===== src/rtl/beam_ext_pkg.sv =====
// Constants for the compact multi-port beamforming extension parser.
// Assumes one byte-stream clock shared by the whole control-plane receive path.
package beam_ext_pkg;
  // ****************************************************************
  // Header layout
  // ****************************************************************
  localparam logic [6:0] EXT_KIND_CODE     = 7'h13;
  localparam logic [3:0] SECTION_KIND_ONE  = 4'h1;
  localparam logic [3:0] SECTION_KIND_THREE = 4'h3;
  localparam int         MORE_FLAG_BIT     = 7;
  localparam int         WEIGHTS_OFF_BIT   = 7;
  localparam int         REPEAT_BIT        = 6;
  localparam int         PORT_COUNT_W      = 6;
  localparam int         MAX_PORTS         = 64;
  localparam int         SYMBOL_BITS       = 14;
  localparam int         ELEMENT_BITS      = 12;
  localparam int         BEAM_BITS         = 15;
  localparam int         LEN_UNIT_OCTETS   = 4;
  localparam logic [7:0] PAD_OCTET         = 8'h00;

  // ****************************************************************
  // Parser states
  // ****************************************************************
  typedef enum logic [3:0]
  {
    ST_IDLE    = 4'b0000,
    ST_LEN_HI  = 4'b0001,
    ST_LEN_LO  = 4'b0010,
    ST_FLAGS   = 4'b0011,
    ST_SYM_HI  = 4'b0100,
    ST_SYM_LO  = 4'b0101,
    ST_CMP_HDR = 4'b0110,
    ST_PORT    = 4'b0111,
    ST_CMP_PAR = 4'b1000,
    ST_WEIGHTS = 4'b1001,
    ST_PAD     = 4'b1010,
    ST_SKIP    = 4'b1011
  } parse_state_t;
endpackage : beam_ext_pkg


===== src/rtl/beam_port_table.sv =====
// Per-port beam and bitmap store for the extension parser.
// Assumes the parser writes one whole record per port and reads only committed entries.
module beam_port_table
  import beam_ext_pkg::*;
#(
  parameter int PORTS = MAX_PORTS
)
(
  input  wire logic                      ref_clk,  // Byte clock
  input  wire logic [PORT_COUNT_W-1:0]   wr_port,  // Port written
  input  wire logic                      wr_en,    // Write strobe
  input  wire logic [ELEMENT_BITS-1:0]   wr_elem,  // Element bitmap in
  input  wire logic [SYMBOL_BITS-1:0]    wr_sym,   // Symbol bitmap in
  input  wire logic [BEAM_BITS-1:0]      wr_beam,  // Beam index in
  input  wire logic [PORT_COUNT_W-1:0]   rd_port,  // Port read
  output logic      [ELEMENT_BITS-1:0]   rd_elem,  // Element bitmap out
  output logic      [SYMBOL_BITS-1:0]    rd_sym,   // Symbol bitmap out
  output logic      [BEAM_BITS-1:0]      rd_beam   // Beam index out
);
  logic [ELEMENT_BITS+SYMBOL_BITS+BEAM_BITS-1:0] store [PORTS];

  // Kept across extensions so a repeated section reuses earlier beam indices and bitmaps
  always_ff @(posedge ref_clk)
  begin
    if (wr_en)
    begin
      store[wr_port] <= {wr_elem, wr_sym, wr_beam};
    end
  end

  always_ff @(posedge ref_clk)
  begin
    {rd_elem, rd_sym, rd_beam} <= store[rd_port];
  end
endmodule : beam_port_table


===== src/rtl/compact_multiport_beam_ext_parser.sv =====
// Receive-side parser for the compact multi-port beamforming section extension.
// Assumes bytes arrive one per clock with in_valid, extension octet N first,
// and that the section type and header element bitmap are stable until the extension closes.
module compact_multiport_beam_ext_parser
  import beam_ext_pkg::*;
#(
  parameter int CMP_HDR_OCTETS  = 1,  // Compression header length
  parameter int CMP_PAR_OCTETS  = 1,  // Compression parameter length
  parameter int WEIGHT_OCTETS   = 2,  // One weight value length
  parameter int TRX_COUNT       = 4,  // Configured transceivers
  parameter int SLOT_SYMBOLS    = 14  // Symbols in a slot
)
(
  input  wire logic                    ref_clk,        // Clock
  input  wire logic                    srst,           // Sync reset, high
  input  wire logic                    in_valid,       // Byte valid
  input  wire logic [7:0]              in_byte,        // Extension byte
  input  wire logic                    in_start,       // First byte of an extension
  input  wire logic [3:0]              section_kind,   // Section type of carrier
  input  wire logic [ELEMENT_BITS-1:0] section_element_bitmap, // Header element bitmap
  input  wire logic [PORT_COUNT_W-1:0] lookup_port,    // Port to read back
  output logic                         more_extensions_flag,   // Another extension follows
  output logic                         weights_off_flag,       // Weights absent
  output logic                         repeat_flag,            // Reuse stored info
  output logic [PORT_COUNT_W:0]        antenna_port_count,     // Ports described
  output logic [SYMBOL_BITS-1:0]       consolidated_symbol_bitmap, // Slot-limited bitmap
  output logic [7:0]                   weight_out,     // Weight byte, I before Q
  output logic                         weight_valid,   // Weight byte strobe
  output logic                         ext_done,       // Extension accepted, pulse
  output logic                         format_error,   // Extension discarded, pulse
  output logic                         element_mismatch, // Header bitmap disagrees, pulse
  output logic [ELEMENT_BITS-1:0]      per_port_element_bitmap, // Stored, lowest freq on top
  output logic [SYMBOL_BITS-1:0]       per_port_symbol_bitmap,  // Stored
  output logic [BEAM_BITS-1:0]         per_port_beam_index      // Stored, replaces header beam
);
  // ****************************************************************
  // Parsing state
  // ****************************************************************
  localparam logic [SYMBOL_BITS-1:0] SLOT_MASK = SYMBOL_BITS'((1 << SLOT_SYMBOLS) - 1);
  localparam int PORT_OCTETS = 6;

  parse_state_t              state;
  logic [15:0]               length_field;
  logic [15:0]               consumed;
  logic [15:0]               field_cnt;
  logic [PORT_COUNT_W:0]     port_idx;
  logic [PORT_COUNT_W:0]     ports;
  logic                      off_bit;
  logic                      rep_bit;
  logic [ELEMENT_BITS-1:0]   elem_acc;
  logic [ELEMENT_BITS-1:0]   elem_or;
  logic [SYMBOL_BITS-1:0]    sym_acc;
  logic [BEAM_BITS-1:0]      beam_acc;
  logic [SYMBOL_BITS-1:0]    sym_hold;
  logic                      ef_hold;
  logic                      wr_en;
  logic [PORT_COUNT_W-1:0]   wr_port;

  function automatic logic pad_ok(input logic [15:0] n);
    pad_ok = (n[1:0] == 2'b00);
  endfunction : pad_ok

  wire logic section_ok = (section_kind == SECTION_KIND_ONE) || (section_kind == SECTION_KIND_THREE);
  wire logic kind_ok    = (in_byte[6:0] == EXT_KIND_CODE);
  wire logic [15:0] next_consumed = consumed + 16'h0001;
  // Length counts four-octet words; contents end exactly at length
  wire logic [15:0] ext_octets = 16'(length_field * LEN_UNIT_OCTETS);

  always_ff @(posedge ref_clk)
  begin
    if (srst)
    begin
      state      <= ST_IDLE;
      consumed   <= 16'h0000;
      field_cnt  <= 16'h0000;
      port_idx   <= '0;
      ports      <= '0;
      off_bit    <= 1'b0;
      rep_bit    <= 1'b0;
      length_field <= 16'h0000;
      elem_acc   <= '0;
      elem_or    <= '0;
      sym_acc    <= '0;
      beam_acc   <= '0;
      sym_hold   <= '0;
      ef_hold    <= 1'b0;
      wr_en      <= 1'b0;
      wr_port    <= '0;
      weight_valid <= 1'b0;
      weight_out <= 8'h00;
      ext_done   <= 1'b0;
      format_error <= 1'b0;
      element_mismatch <= 1'b0;
      more_extensions_flag <= 1'b0;
      weights_off_flag <= 1'b0;
      repeat_flag <= 1'b0;
      antenna_port_count <= '0;
      consolidated_symbol_bitmap <= '0;
    end
    else
    begin
      wr_en        <= 1'b0;
      weight_valid <= 1'b0;
      ext_done     <= 1'b0;
      format_error <= 1'b0;
      element_mismatch <= 1'b0;
      if (in_valid)
      begin
        consumed <= next_consumed;
        unique case (state)
          ST_IDLE:
          begin
            // Coupling method plays no part in acceptance
            if (in_start && section_ok && kind_ok)
            begin
              consumed <= 16'h0001;
              // Held back until a clean close so a discarded extension leaves the flag alone
              ef_hold <= in_byte[MORE_FLAG_BIT];
              elem_or <= '0;
              state   <= ST_LEN_HI;
            end
            else
            begin
              consumed <= 16'h0000;
            end
          end
          ST_LEN_HI:
          begin
            length_field[15:8] <= in_byte;
            state <= ST_LEN_LO;
          end
          ST_LEN_LO:
          begin
            length_field[7:0] <= in_byte;
            state <= ST_FLAGS;
          end
          ST_FLAGS:
          begin
            off_bit <= in_byte[WEIGHTS_OFF_BIT];
            rep_bit <= in_byte[REPEAT_BIT];
            // Zero count taken as 64 so all 64 ports fit in six bits
            ports   <= (in_byte[5:0] == 6'h00) ? 7'(MAX_PORTS) : {1'b0, in_byte[5:0]};
            state   <= ST_SYM_HI;
          end
          ST_SYM_HI:
          begin
            sym_hold[13:8] <= in_byte[5:0];
            state <= ST_SYM_LO;
          end
          ST_SYM_LO:
          begin
            sym_hold[7:0] <= in_byte;
            field_cnt <= 16'h0000;
            port_idx  <= '0;
            if (off_bit || rep_bit)
            begin
              state <= rep_bit ? ST_PAD : ST_PORT;
            end
            else
            begin
              state <= ST_CMP_HDR;
            end
          end
          ST_CMP_HDR:
          begin
            field_cnt <= field_cnt + 16'h0001;
            if (field_cnt == 16'(CMP_HDR_OCTETS - 1))
            begin
              field_cnt <= 16'h0000;
              state <= ST_PORT;
            end
          end
          ST_PORT:
          begin
            field_cnt <= field_cnt + 16'h0001;
            unique case (field_cnt[2:0])
              3'd0: elem_acc[11:8]  <= in_byte[3:0];
              3'd1: elem_acc[7:0]   <= in_byte;
              3'd2: sym_acc[13:8]   <= in_byte[5:0];
              3'd3: sym_acc[7:0]    <= in_byte;
              3'd4: beam_acc[14:8]  <= in_byte[6:0];
              default: beam_acc[7:0] <= in_byte;
            endcase
            if (field_cnt == 16'(PORT_OCTETS - 1))
            begin
              field_cnt <= 16'h0000;
              state <= off_bit ? ST_PAD : ST_CMP_PAR;
              wr_en   <= 1'b1;
              wr_port <= port_idx[PORT_COUNT_W-1:0];
              elem_or <= elem_or | elem_acc;
              port_idx <= port_idx + 7'h01;
              if (off_bit && (port_idx + 7'h01 < ports))
              begin
                state <= ST_PORT;
              end
            end
          end
          ST_CMP_PAR:
          begin
            field_cnt <= field_cnt + 16'h0001;
            if (field_cnt == 16'(CMP_PAR_OCTETS - 1))
            begin
              field_cnt <= 16'h0000;
              state <= ST_WEIGHTS;
            end
          end
          ST_WEIGHTS:
          begin
            // Bytes pass in transceiver order, in-phase value first
            weight_out   <= in_byte;
            weight_valid <= 1'b1;
            field_cnt <= field_cnt + 16'h0001;
            if (field_cnt == 16'(2 * WEIGHT_OCTETS * TRX_COUNT - 1))
            begin
              field_cnt <= 16'h0000;
              state <= (port_idx < ports) ? ST_PORT : ST_PAD;
            end
          end
          ST_PAD, ST_SKIP:
          begin
            state <= ST_SKIP;
          end
          default:
          begin
            state <= ST_IDLE;
          end
        endcase
      end
      // Close-out checks once the declared length has been consumed or a non-zero byte arrives in pad
      if ((state == ST_PAD || state == ST_SKIP) && (consumed == ext_octets || (in_valid && in_byte != PAD_OCTET)))
      begin
        state <= ST_IDLE;
        if (consumed == ext_octets && pad_ok(consumed))
        begin
          ext_done <= 1'b1;
          more_extensions_flag <= ef_hold;
          weights_off_flag <= off_bit;
          repeat_flag <= rep_bit;
          antenna_port_count <= ports;
          consolidated_symbol_bitmap <= sym_hold & SLOT_MASK;
          element_mismatch <= !rep_bit && (elem_or != section_element_bitmap);
        end
        else
        begin
          format_error <= 1'b1;
        end
      end
      else if (state != ST_IDLE && state != ST_PAD && state != ST_SKIP && in_valid && next_consumed > ext_octets
               && state > ST_LEN_LO)
      begin
        state <= ST_IDLE;
        format_error <= 1'b1;
      end
    end
  end

  // ****************************************************************
  // Per-port store; header beam index is never consulted
  // ****************************************************************
  beam_port_table #(.PORTS(MAX_PORTS)) u_table
  (
    .ref_clk (ref_clk),
    .wr_port (wr_port),
    .wr_en   (wr_en),
    .wr_elem (elem_acc),
    .wr_sym  (sym_acc),
    .wr_beam (beam_acc),
    .rd_port (lookup_port),
    .rd_elem (per_port_element_bitmap),
    .rd_sym  (per_port_symbol_bitmap),
    .rd_beam (per_port_beam_index)
  );
endmodule : compact_multiport_beam_ext_parser


===== config.mk =====
export PLATFORM = sky130hd
export DESIGN_NAME = compact_multiport_beam_ext_parser
export DESIGN_NICKNAME = d
export VERILOG_FILES = /design/src/rtl/beam_ext_pkg.sv /design/src/rtl/beam_port_table.sv /design/src/rtl/compact_multiport_beam_ext_parser.sv
export SDC_FILE = /design/constraint.sdc
export NUM_CORES = 2
export LEC_CHECK = 0
export ABC_CLOCK_PERIOD_IN_PS = 5700
export BUFFER_PORTS_ARGS = -buffer_cell sky130_fd_sc_hd__buf_2
export CORE_ASPECT_RATIO = 2
export CORE_MARGIN = 10
export CORE_UTILIZATION = 50
export DETAILED_ROUTE_END_ITERATION = 7
export GPL_TIMING_DRIVEN = 0
export PLACE_DENSITY = 0.65
export SLEW_MARGIN = 0
export SYNTH_ARGS = -nofsm -noshare
export SYNTH_HDL_FRONTEND = slang
export SYNTH_HIERARCHICAL = 1
export SYNTH_SLANG_ARGS = --single-unit

===== constraint.sdc =====
create_clock -name ref_clk -period 5.7 [get_ports ref_clk]
set_clock_uncertainty 0.15 [all_clocks]
set_input_delay 1.425 -clock ref_clk [delete_from_list [all_inputs] [get_ports ref_clk]]
set_output_delay 1.425 -clock ref_clk [all_outputs]
set_load 0.02 [all_outputs]

# Yosys cells after proc, flatten, opt, wreduce, memory -nomap -nowiden
# Memories as Yosys holds them, arrays and structs flattened. A register that Yosys moved wholly into a read port is not among the register bits.
# Index checks and enable logic that the tools add are counted.
# W data, S select, Z words.
[word_totals]
ff_bits = 177
ramBits = 2624
wordCells = 159
in_bits = 34
memories = 1
[classes]
muxes = 31
reduce_logical = 54
addsub = 3
n_eq_ne = 29
bitwise = 6
n_lt_le_gt_ge = 4
[memory_table]
columns = ["memory", "depth", "word_bits", "rd", "rd_clocked_by_memory_dff", "write_ports", "line_no", "source"]
rows = [
  ["u_table.store", 64, 41, 1, 1, 1, "beam_port_table.sv:20", "logic [ELEMENT_BITS+SYMBOL_BITS+BEAM_BITS-1:0] store [PORTS];"],
]
[ops]
columns = ["op", "n"]
rows = [
  ["$mux W16", 4],
  ["$pmux W16 S4", 1],
  ["$pmux W4 S11", 1],
  ["$mux W4", 9],
  ["$add A16 B1 Y16 const B", 2],
  ["$reduce_and A3 Y1", 9],
  ["$mux W12", 2],
  ["$pmux W12 S2", 1],
  ["$eq A16 B16 Y1", 1],
  ["$eq A16 B3 Y1 const B", 1],
  ["$eq A16 B4 Y1 const B", 1],
  ["$eq A4 B3 Y1 const B", 4],
  ["$eq A4 B4 Y1 const B", 4],
  ["$gt A16 B16 Y1", 1],
  ["$logic_not A16 Y1", 1],
  ["$reduce_and A2 Y1", 8],
  ["$lt A7 B7 Y1", 2],
  ["$mux W7", 2],
  ["$pmux W7 S2", 1],
  ["$eq A4 B2 Y1 const B", 3],
  ["$logic_and A1 B1 Y1", 12],
  ["$ne A12 B12 Y1", 1],
  ["$or A12 B12 Y12", 1],
  ["$ne A2 B2 Y1 const B", 5],
  ["other kinds (25)", 50],
]

# Logic depth before layout (Yosys ltp)
[logic_depth]
word_depth = 8
ltp_mapped = 12
depth_no_buf = 12

# Modules after synthesis
# The synthesis kept the hierarchy.
[by_module_without_submodules]
columns = ["mod", "seq_area_each_um2", "area_each_um2", "instances", "cells_each"]
rows = [
  ["beam_port_table", 79616.4, 100405.0, 1, 4216],
  ["compact_multiport_beam_ext_parser", 3543.4, 8269.2, 1, 918],
]

# Worst setup path before layout
# OpenSTA, ideal clock, no wires.
[synth_timing]
kind = "register to register"
startpoint = "register wr_port[2]"
endpoint = "memory u_table/store[48][0] (netlist bit), enable pin"
period_less_slack_ps = 4381
path_buffers = 1
arrival_ps = 3741
required_ps = 5060
path_slack_ps = 1319
path_stages_with_launch = 4
setup_time_ps = 490
path_cell_list = "dfxtp_1 -> clkbuf_1 -> or3_1 -> nor3_1"
[synth_rtl]
columns = ["element", "line_no", "source"]
rows = [
  ["start, declared", "compact_multiport_beam_ext_parser.sv:57", "logic [PORT_COUNT_W-1:0] wr_port;"],
  ["start signal, assigned", "compact_multiport_beam_ext_parser.sv:189", "wr_port <= port_idx[PORT_COUNT_W-1:0];"],
  ["end, declared", "beam_port_table.sv:20", ""],
]
# No word-level cell before the write port.

==> run_results.csv <==
group,metric,value,unit
finish,n_fill_cell,15800,
worst_hold_path,hold_path_startpoint,"wr_port[4]$_SDFFE_PP0P_",
routing,viasPerCell,6.69,
synthesis,synth_area_leaders,"edfxtp_1 73%, mux4_2 15%, dfxtp_1 4.0%",
clocking,clk_latency,890,ps
clocking,cts_setup_buffers,0,
power,p_comb_frac,0.030,
worst_hold_path,hold_class,"reg2reg",
finish,final_net_count,5722,
critical_path,ff2ff_path_depth,12,
synthesis,synth-simple-area-share,0.0251,
clocking,htree_levels,4,
critical_path,cp.arrival,6000,ps
timing,min_period,5370,ps
floorplan,num_io_pins,111,
global_routing,grt_pass1_wl,482,mm
synthesis,yosysWarnings,6,
timing,finalSetupViolations,0,
critical_path,crit_fanout,10,
timing,setup-tns-final,0,ps
placed_design,port_buffers,104,
clocking,clock_path_buffers,4,
timing,drv_slew,121,
placed_design,place_ws,-260,ps
synthesis,syn_inst,5134,
status,status,"complete, but fails checks",
floorplan,fp-row-count,242,
worst_hold_path,holdPathEnd,"wr_port[4]$_SDFFE_PP0P_",
global_routing,grt_max_degree,67,
floorplan,core_area,217000,um2
clocking,cts_hold_buf,0,
global_routing,grt_pass1_vias,58200,
power,p_sw_frac,0.210,
clocking,clk_transition_reported_paths,70,ps
synthesis,ys_types,74,
floorplan,fp.dieH,679,um
synthesis,synth.most_common_cell,"edfxtp_1",
placed_design,dp_hpwl,253,mm
power,power_frac_seq,0.569,
critical_path,worstSetupStartpointType,"primary input",
synthesis,syn-num-nets,5202,
global_routing,grt.total_usage,0.301,
synthesis,synth-edff-count,2624,
timing,post-route-period-util,0.943,
finish,multi_input_area,24400,um2
synthesis,synth_seq_area_share,0.765,
critical_path,r2r-start,"consumed[0]$_SDFFE_PP0P_",
global_routing,overflow,0,
clocking,ctsResizeCount,0,
synthesis,synth_compound_area_frac,0.0251,
timing,fin_ws,327,ps
synthesis,synth.area.mux_share,0.162,
power,ir_drop,281,uV
critical_path,worstSetupPathType,"in2reg",
routing,dr.pass1.iters,7,
timing,final_hold_viol_count,0,
clocking,cts_buffers,236,
synthesis,synth_top_cell_area_share,0.725,
placed_design,gp_congestion,0.949,
routing,ant_nets,0,
clocking,cts_sinks,2842,
routing,drt-initial-drc-count,7453,
power,p_int,0.0311,W
synthesis,synthArstFlopShare,0,
critical_path,crit_path_end_kind,"register",
routing,drc_errors,0,
routing,drt-total-wl,359,mm
worst_hold_path,whs_path_depth,2,
power,p_per_area,317,nW/um2
synthesis,synthTopCellsByCount,"2624 x edfxtp_1, 708 x mux4_2, 275 x nor2_1",
floorplan,initial_core_util,0.501,
finish,drive_gt1_frac,0.285,
timing,fin_hold_ws,306,ps
global_routing,antenna_found_initial,22,
clocking,cts_tree,"done",
critical_path,worstReg2RegEnd,"state[2]$_SDFFE_PP0P_",
synthesis,synthXorXnorAreaFrac,0.00443,
finish,area_delta_synth_final,14.3,%
synthesis,synth_area_per_cell,21.2,um2
synthesis,synth_top_area_cell,"edfxtp_1",
power,p_leak,32.0,nW
critical_path,worstPathRequired,6330,ps
job,timing.max_cap.violations,13,
power,power.switching,0.00830,W
routing,vias,57900,
timing,tightest_slew,1590,ps
critical_path,regToRegSetupSlack,1890,ps
status,failed_checks,"capacitance limit, slew limit",
clocking,cts-root-buf,"clkbuf_16",
power,power,0.0394,W
timing,relSlewSlack,-0.0627,
timing,rsz0062_at_grt,"no",
synthesis,synthAdderAreaFrac,0.00391,
floorplan,dieWidth,350,um
routing,wl_per_cell,41.5,um
timing,max_freq,186,MHz
synthesis,synth-seq-cells,2842,
synthesis,synth_top_family_by_area,"multiplexers",
synthesis,syn_area,109000,um2
synthesis,ys.flop_type,"edfxtp_1",
floorplan,die_area,238000,um2
power,power.share.clock,0.401,
finish,seqCellArea,83200,um2
-- layout make-up --
type	instances	area share
multi-input cells	1961	0.197
inverters	32	0.000967
clock inverters	142	0.00870
clock buffers	284	0.0500
diodes	8	0.000161
flip-flops and latches	2842	0.670
well taps	2806	0.0283
plain buffers	299	0.0116
repair buffers	282	0.0332
-- routing by layer --
metal  vias up  share of wire  track usage
li1      22300              -            -
met1     30600           0.29        0.318
met2      3859           0.51        0.519
met3      1115          0.084       0.0478
met4        10           0.11        0.262
met5         -        0.00018            0
-- power by group through the flow --
| stage | combinational, W | clock (W) | sequential (W) |
|---|---|---|---|
| 2_1_floorplan | 0.000576 | 0 | 0.0229 |
| 3_3_place_gp | 0.00117 | 0 | 0.0229 |
| 3_5_place_dp | 0.00117 | 0 | 0.0229 |
| 4_1_cts | 0.00118 | 0.0159 | 0.0224 |
| 5_1_grt | 0.00120 | 0.0167 | 0.0224 |
| 6_report | 0.00120 | 0.0158 | 0.0224 |
-- critical path, stage by stage --
cell      delay (ps)
buf_2            480
buf_4            510
nand2b_1         170
buf_1            800
clkbuf_1         760
o22ai_1          130
nor2_1           980
a21oi_1          360
nor2_1           320
-- registers in the layout (all words and copies together) (netlist names), 4 cells and up --
register,cells
weight_out,8
sym_hold,14
field_cnt,16
ports,7
length_field,14
elem_or,12
consumed,16
state,4
u_table/store,2624
u_table/rd_elem,12
consolidated_symbol_bitmap,14
elem_acc,12
sym_acc,14
beam_acc,15
u_table/rd_beam,15
wr_port,6
antenna_port_count,7
port_idx,7
u_table/rd_sym,14
-- layout by cell type (no fill, tap or decap), types with 100 or more instances in the layout --
cell type	n
buf_2	196
mux4_2	708
a21oi_1	116
buf_12	128
clkbuf_1	161
o22ai_1	129
edfxtp_1	2624
clkbuf_16	240
mux2i_1	106
dfxtp_1	177
nor2_1	213
nand2_1	100
-- cell families after synthesis --
group,count (synthesis)
adders and majority gates,34
muxes,867
AOI/OAI and AO/OA,427
DFF,2842
xor gates and xnor gates,55
buffers and inverters,331
and+or+nand+nor,578
-- metrics by stage --
step                std cells  area [um2]   util
global placement         8044      113000  0.520
detailed placement       8222      117000  0.539
global route             8649      124000  0.573
CTS                      8648      124000  0.573
finish                   8656      124000  0.573
floorplan                5134      109000      -
-- how the worst max path moves through the flow --
stage	cells past startpoint	slack [ps]	start	endpoint
global placement	3	-4860	wr_port[1]$_SDFFE_PP0P_	u_table/store[55][33]$_DFFE_PP_
CTS	9	660	lookup_port[1]	u_table/rd_sym[6]$_DFF_P_
global route	9	660	lookup_port[1]	u_table/rd_sym[4]$_DFF_P_
finish	9	330	lookup_port[1]	u_table/rd_sym[5]$_DFF_P_
floorplan	3	1320	wr_port[2]$_SDFFE_PP0P_	u_table/store[48][0]$_DFFE_PP_
detailed placement	9	-260	lookup_port[1]	u_table/rd_sym[6]$_DFF_P_
(Power assumes the default switching activity.)
